<file path="src/ccp_compare_pkg.sv">
// Purpose: constants and types for the compare unit
// Assumes: one 200 MHz clock, timer ticks arrive as pins
// Notes: control bits are plain ports, no register bus
package ccp_compare_pkg;
	localparam int VALUE_W = 16;
	localparam int MODE_W = 4;
	localparam int SYNC_W = 3;
	localparam logic [MODE_W-1:0] MODE_OFF = 4'h0;
	localparam logic [MODE_W-1:0] MODE_TOGGLE = 4'h2;
	localparam logic [MODE_W-1:0] MODE_SET = 4'h8;
	localparam logic [MODE_W-1:0] MODE_CLEAR = 4'h9;
	localparam logic [MODE_W-1:0] MODE_SOFT_INT = 4'hA;
	localparam logic [MODE_W-1:0] MODE_AUTO_TRIG = 4'hB;
	localparam logic [VALUE_W-1:0] COUNT_RESET = 16'h0000;
	localparam logic [VALUE_W-1:0] COUNT_STEP = 16'h0001;

	typedef struct packed {
		logic [7:0] high;
		logic [7:0] low;
	} value_pair_s;

	typedef struct packed {
		logic matchFlag;
		logic pinLevel;
		logic conversionStart;
		logic timerClear;
	} compare_out_s;
endpackage

</file>
<file path="src/tick_sync.sv">
// Purpose: three-stage synchroniser with edge report
// Assumes: input is asynchronous to ref_clk
// Notes: a change counts once stages two and three agree
`timescale 1ns/1ps
module tick_sync
	import ccp_compare_pkg::*;
(
	input wire logic ref_clk,
	input wire logic reset_n,
	input wire logic asyncIn,
	output logic rise
);
	logic [SYNC_W-1:0] stage;
	logic settled;

	always_ff @(posedge ref_clk or negedge reset_n) begin
		if (!reset_n) begin
			stage <= '0;
		end else begin
			stage <= {stage[SYNC_W-2:0], asyncIn};
		end
	end

	always_ff @(posedge ref_clk or negedge reset_n) begin
		if (!reset_n) begin
			settled <= 1'b0;
			rise <= 1'b0;
		end else begin
			rise <= 1'b0;
			if (stage[1] == stage[2] && stage[2] != settled) begin
				settled <= stage[2];
				rise <= stage[2];
			end
		end
	end
endmodule

</file>
<file path="src/ccp_compare_unit.sv">
// Purpose: compare half of the capture/compare unit with its shared timer
// Assumes: timer clock arrives as a pin (instruction clock or external)
// Notes: all control is by plain ports; outputs are registered
`timescale 1ns/1ps
module ccp_compare_unit
	import ccp_compare_pkg::*;
(
	input wire logic ref_clk,
	input wire logic reset_n,
	input wire logic timerClockPin,
	input wire logic timerEnable,
	input wire logic sleepActive,
	input wire logic externalClockSel,
	input wire logic [MODE_W-1:0] compare_mode_select,
	input wire value_pair_s compareValue,
	input wire logic compareWrite,
	input wire logic flagClear,
	input wire logic converterEnabled,
	output value_pair_s timerCount,
	output logic match_interrupt_flag,
	output logic compareOut,
	output logic compareOutEnable,
	output logic conversionTrigger
);
	////////////////////////////////////////////////////////////////////////////////
	// Timer tick from the pin
	logic tick;
	logic clearPending;
	logic counting;
	logic matchNow;
	logic pinMode;

	tick_sync tickSync (
		.ref_clk(ref_clk),
		.reset_n(reset_n),
		.asyncIn(timerClockPin),
		.rise(tick)
	);

	// Instruction clock stops in sleep; external source keeps running
	assign counting = timerEnable && tick && (externalClockSel || !sleepActive);

	// Equality checked once per timer edge
	assign matchNow = counting && (timerCount == compareValue);

	assign pinMode = (compare_mode_select == MODE_TOGGLE) || (compare_mode_select == MODE_SET)
		|| (compare_mode_select == MODE_CLEAR);

	////////////////////////////////////////////////////////////////////////////////
	// Shared timer
	always_ff @(posedge ref_clk or negedge reset_n) begin
		if (!reset_n) begin
			timerCount <= COUNT_RESET;
		end else if (counting) begin
			if (clearPending) begin
				timerCount <= COUNT_RESET;
			end else begin
				timerCount <= timerCount + COUNT_STEP;
			end
		end
	end

	always_ff @(posedge ref_clk or negedge reset_n) begin
		if (!reset_n) begin
			clearPending <= 1'b0;
		end else if (matchNow && compare_mode_select == MODE_AUTO_TRIG) begin
			clearPending <= 1'b1;
		end else if (counting) begin
			clearPending <= 1'b0;
		end
	end

	////////////////////////////////////////////////////////////////////////////////
	// Match actions
	always_ff @(posedge ref_clk or negedge reset_n) begin
		if (!reset_n) begin
			match_interrupt_flag <= 1'b0;
		end else if (matchNow && compare_mode_select != MODE_OFF) begin
			match_interrupt_flag <= 1'b1;
		end else if (flagClear) begin
			match_interrupt_flag <= 1'b0;
		end
	end

	always_ff @(posedge ref_clk or negedge reset_n) begin
		if (!reset_n) begin
			compareOut <= 1'b0;
		end else if (compare_mode_select == MODE_OFF) begin
			compareOut <= 1'b0;
		end else if (matchNow) begin
			unique case (compare_mode_select)
				MODE_TOGGLE: compareOut <= !compareOut;
				MODE_SET: compareOut <= 1'b1;
				MODE_CLEAR: compareOut <= 1'b0;
				default: compareOut <= compareOut;
			endcase
		end
	end

	always_ff @(posedge ref_clk or negedge reset_n) begin
		if (!reset_n) begin
			compareOutEnable <= 1'b0;
		end else begin
			compareOutEnable <= pinMode;
		end
	end

	always_ff @(posedge ref_clk or negedge reset_n) begin
		if (!reset_n) begin
			conversionTrigger <= 1'b0;
		end else begin
			conversionTrigger <= matchNow && converterEnabled
				&& compare_mode_select == MODE_AUTO_TRIG;
		end
	end

	// Remembers an auto-trigger match until the timer's next tick
	logic clearWatch;

	always_ff @(posedge ref_clk or negedge reset_n) begin
		if (!reset_n) begin
			clearWatch <= 1'b0;
		end else if (matchNow && compare_mode_select == MODE_AUTO_TRIG) begin
			clearWatch <= 1'b1;
		end else if (counting) begin
			clearWatch <= 1'b0;
		end
	end
endmodule

</file>
<file path="config.mk">
export PLATFORM = sky130hd
export DESIGN_NAME = ccp_compare_unit
export DESIGN_NICKNAME = d
export VERILOG_FILES = /design/src/ccp_compare_pkg.sv /design/src/tick_sync.sv /design/src/ccp_compare_unit.sv
export SDC_FILE = /design/constraint.sdc
export NUM_CORES = 1
export LEC_CHECK = 0
export BUFFER_PORTS_ARGS = -buffer_cell sky130_fd_sc_hd__buf_2
export CORE_MARGIN = 1.5
export CORE_UTILIZATION = 52
export DETAILED_ROUTE_END_ITERATION = 6
export GPL_TIMING_DRIVEN = 1
export PLACE_DENSITY = 0.83
export SETUP_SLACK_MARGIN = 0.3
export SLEW_MARGIN = 15
export SYNTH_ARGS = -nofsm -noshare
export SYNTH_HDL_FRONTEND = slang
export SYNTH_SLANG_ARGS = --single-unit
</file>
<file path="constraint.sdc">
create_clock -name ref_clk -period 3.92 [get_ports ref_clk]
set_clock_uncertainty 0.2 [all_clocks]
set_input_delay 0.588 -clock ref_clk [delete_from_list [all_inputs] [get_ports ref_clk]]
set_output_delay 0.588 -clock ref_clk [all_outputs]
set_load 0.05 [all_outputs]
</file>
# --- Yosys cells after proc, flatten, opt, wreduce, memory -nomap -nowiden ---
# Index checks and enable logic that the tools add are counted.
classes:
  n_addsub: 1
  eq_ne: 7
  muxes: 9
  n_reduce_logical: 20
ops:
  columns: ["op", "count"]
  rows:
  - ["$add A16 B1 Y16 const B", 1]
  - ["$eq A16 B16 Y1", 1]
  - ["$mux W16", 1]
  - ["$eq A4 B4 Y1 const B", 3]
  - ["$logic_and A1 B1 Y1", 8]
  - ["$reduce_bool A4 Y1", 2]
  - ["$mux W1", 7]
  - ["$reduce_bool A2 Y1", 3]
  - ["$eq A4 B2 Y1 const B", 1]
  - ["$logic_not A4 Y1", 1]
  - ["$logic_or A1 B1 Y1", 3]
  - ["$pmux W1 S3", 1]
  - ["$logic_not A1 Y1", 2]
  - ["$reduce_and A2 Y1", 1]
  - ["$eq A1 B1 Y1", 1]
  - ["$ne A1 B1 Y1", 1]
word_totals:
  reg_bits: 26
  out_inout_bits: 20
  elab_cells: 47

# --- Depth between registers and ports, before layout ---
depth:
  depth_word: 6
  ltp_mapped: 6
  mapped_depth_nobuf: 6

# --- Hierarchy ---
# From an unflattened synthesis, not the netlist that was laid out.
unflattened:
  hier_cells: 140
  hier_area_um2: 1398.8
modules_own_cells:
  columns: ["module", "instances", "cells_each", "area_per_inst_um2", "seq_area_each_um2"]
  rows:
  - ["ccp_compare_unit", 1, 133, 1252.5, 525.5]
  - ["tick_sync", 1, 7, 146.4, 125.1]

# --- Worst setup path before layout ---
# Ideal clock, no wire load.
synth_timing:
  kind: "flip-flop to flip-flop"
  from: "register timerCount[11] in the netlist's numbering"
  to: "register compareOut"
  setup_ps: 137
  arrival_ps: 1856
  setup_slack_ps: 1728
  path_stages_with_launch: 6
  path_buffers: 0
  synth_period_minus_slack_ps: 2192
  cell_sequence: "dfrtp_1 xnor2_1 nand4_1 or4_4 o41ai_2 a21oi_1"
synth_between:
  elab_chain_len: 4
synth_rtl:
  columns: ["element", "line_no", "rtl"]
  rows:
  - ["from (decl)", "ccp_compare_unit.sv:19", "output value_pair_s timerCount,"]
  - ["from (signal assigned)", "ccp_compare_unit.sv:58", "timerCount <= timerCount + COUNT_STEP;"]
  - ["$eq A16 B16 Y1", "ccp_compare_unit.sv:44", "assign matchNow = counting && (timerCount == compareValue);"]
  - ["$logic_and A1 B1 Y1", "ccp_compare_unit.sv:44", null]
  - ["$reduce_bool A2 Y1 (no line)", null, null]
  - ["$reduce_and A2 Y1 (no line)", null, null]
  - ["to (signal assigned)", "ccp_compare_unit.sv:92", "MODE_TOGGLE: compareOut <= !compareOut;"]
  - ["to (signal assigned)", "ccp_compare_unit.sv:95", "default: compareOut <= compareOut;"]
  - ["to (decl)", "ccp_compare_unit.sv:21", "output logic compareOut,"]
# Every way passes these cells.
# A chain may end at the register's enable or synchronous reset.

# --- Final worst setup path ---
layout_timing:
  from: "register timerCount[2] in the netlist's numbering"
  to: "register compareOut"
# Same word-level chain as after synthesis.

==> impl_metrics.toml <==
[layout]
finish.instance_area_um2 = 1690
area_delta_synth_final_pct = 23.0
final_common_cell = "buf_2"
layout_common_cells = "buf_2, dfrtp_1, xnor2_1"
n_fill_cell = 207
diodes = 0
nets = 221
drive_above_1_share_pct = 27.9

[cts]
cts_buffers = 3
clk_latency_ns = 0.33
cts_tree = "yes"
clockRootBuffer = "clkbuf_4"
cts_resized = 0
h-tree-depth = 1
clk_pin_slew_ns = 0.15
cts_sinks = 26
cts_buffer_depth = 2
post_cts_buffers = 0
postCtsHoldBufs = 0

[global_routing]
gr-usage-all-layers_pct = 25.6
grt_pass1_vias = 1210
grt_overflow = 0
grt_pass1_wl_um = 5370
antenna_found_initial = 0
grt_max_degree = 27

[die]
die_area_um2 = 2960
die_x_um = 54.4
rows = 18
core_area_um2 = 2480
start_util_pct = 55.4
die_h_um = 54.4
io_pins = 49

[sta]
fin_setup_tns_ns = 0
drv_slew = 0
max_freq_ghz = 0.469
period_share_pct = 54.4
worstMarginPinSlew_ns = 0.613
post-route-min-period_ns = 2.13
timing.slew.headroom_pct = 59.0
rsz0062_at_grt = "false"
hold_viol = 0
setup_violations = 0
hold-worst-slack_ns = 0.0202

[critical_path]
cp.arrival_ns = 2.14
critPathLaunchType = "flip-flop"
crit_path_end_kind = "flip-flop"
worstSetupPathType = "flip-flop to flip-flop"
path_cells = "xnor2_1 -> nand4_1 -> or4_4 -> o41ai_2 -> a21oi_1"
reg2reg_from = "timerCount[2]$_DFFE_PN0P_"
critical_path.max_fanout = 6
r2r_cells = 5
cpMaxStageDelayCell = "or4_4"
cpPeakStageDelay_ns = 0.57
r2r-end = "compareOut$_DFFE_PN0P_"
cp.required_ns = 3.93
r2r_slack_ns = 1.79

[yosys]
ys_seq_elements = 26
synth_compound_area_share_pct = 8.57
synth-xor-area-share_pct = 15.3
yosys.area_share.simple_pct = 23.5
ys_types = 29
synth_fa_ha_area_share_pct = 1.64
synth_ff_type = "dfrtp_1"
ys_seq_area_share_pct = 47.4
yosys_warnings = 0
synth_area_per_cell_um2 = 9.73
synth-edff-count = 0
synth_top_family_by_area = "simple AND/OR/NAND/NOR gates"
synthesis.nets = 171
synth.area.mux_share_pct = 1.46
netlist_area_um2 = 1370
syn-instance-count = 141
async_flop_share_pct = 100

[flow_run]
cap_violations = 0

[drt]
num_vias = 1291
drc = 0
first_iter_violations = 37
antenna_left = 0
routed_wl_um = 3340
routed_via_density = 5.87
dr.pass1.iters = 4
wl_per_cell_um = 15.2

[outcome]
status = "completed"

[placement]
hpwlAfterDp_um = 2500
place_congestion = 0.849
place_area_um2 = 1640
portBuffers = 47

[min_path]
hp-class = "input port to async pin"

[power]
p_leak_uw = 0.000789
vdd.ir_drop.worst_uv = 494
p_per_area_nw_per_um2 = 378
-- worst max-delay path by stage --
stage / start / end / slack (ns) / depth (start not counted)
after global placement: timerEnable / conversionTrigger$_DFF_PN0_ / 1.67 / 6
after floorplan: timerCount[11]$_DFFE_PN0P_ / compareOut$_DFFE_PN0P_ / 1.73 / 5
after global routing: timerCount[2]$_DFFE_PN0P_ / compareOut$_DFFE_PN0P_ / 1.69 / 5
final: timerCount[2]$_DFFE_PN0P_ / compareOut$_DFFE_PN0P_ / 1.79 / 5
after CTS: timerCount[2]$_DFFE_PN0P_ / compareOut$_DFFE_PN0P_ / 1.79 / 5
after detailed placement: timerEnable / compareOut$_DFFE_PN0P_ / 1.58 / 6
-- kinds of logic (layout without fill, tap and decap cells) --
logic type	after synthesis	in the layout
simple gates	62	62
fa+ha+maj	2	2
compound gates	18	18
buf+inv	7	56
mux	2	2
xor+xnor	24	24
flops	26	26
-- sequential cells by signal (all words and copies together) (netlist names) --
name and cells:
timerCount 16, tickSync.stage 3, clearPending 1, compareOut 1
compareOutEnable 1, conversionTrigger 1, match_interrupt_flag 1, tickSync.rise 1
tickSync.settled 1
-- cell type report --
| class | count | area, um2 | area share [%] |
|---|---|---|---|
| clock inverters | 1 | 30.0 | 1.78 |
| multi-input cells | 108 | 693 | 41.1 |
| clock buffers | 3 | 22.5 | 1.33 |
| flip-flops and latches | 26 | 651 | 38.5 |
| inverters | 5 | 18.8 | 1.11 |
| well taps | 30 | 37.5 | 2.22 |
| repair buffers | 47 | 235 | 13.9 |
-- cell usage after synthesis (all sizes together) (3+ instances only) --
| library cell | number | share of area (%) |
|---|---|---|
| dfrtp | 26 | 47 |
| xnor2 | 19 | 12 |
| nor2 | 15 | 4.1 |
| nand2 | 9 | 2.5 |
| o21ai | 9 | 3.3 |
| nand3 | 8 | 2.9 |
| nand4 | 7 | 3.2 |
| nor3 | 7 | 2.6 |
| nor4 | 5 | 2.3 |
| xor2 | 5 | 3.2 |
| inv | 4 | 1.1 |
| a21o | 3 | 1.6 |
-- through the flow --
step	total power [uW]	utilization [%]	std cells	setup slack (ns)
after floorplan	405	-	141	1.73
after global placement	452	66.0	216	1.67
after detailed placement	457	66.0	216	1.58
after CTS	642	68.1	220	1.79
after global routing	666	68.1	220	1.69
final	638	68.1	220	1.79
-- critical path, delay by kind of cell (launching register included) --
family,cells,cell delay [ns]
DFF,1,0.45
xor gates and xnor gates,1,0.24
AOI/OAI and AO/OA,2,0.39
and+or+nand+nor,2,0.72
-- metal layers --
| metal | global-route usage, % | wire length, um | share of wire (%) |
|---|---|---|---|
| met1 | 32.3 | 1330 | 40 |
| met2 | 44.8 | 1700 | 51 |
| met3 | 3.28 | 255 | 7.6 |
| met4 | 9.17 | 55 | 1.6 |
| met5 | 0 | 0 | 0 |
-- where the power goes --
group	switching [uW]	internal, uW
Clock	83.2	104
Combinational	96.3	47.3
Sequential	22.5	285
Note: power is estimated with default switching activity, not from simulation.
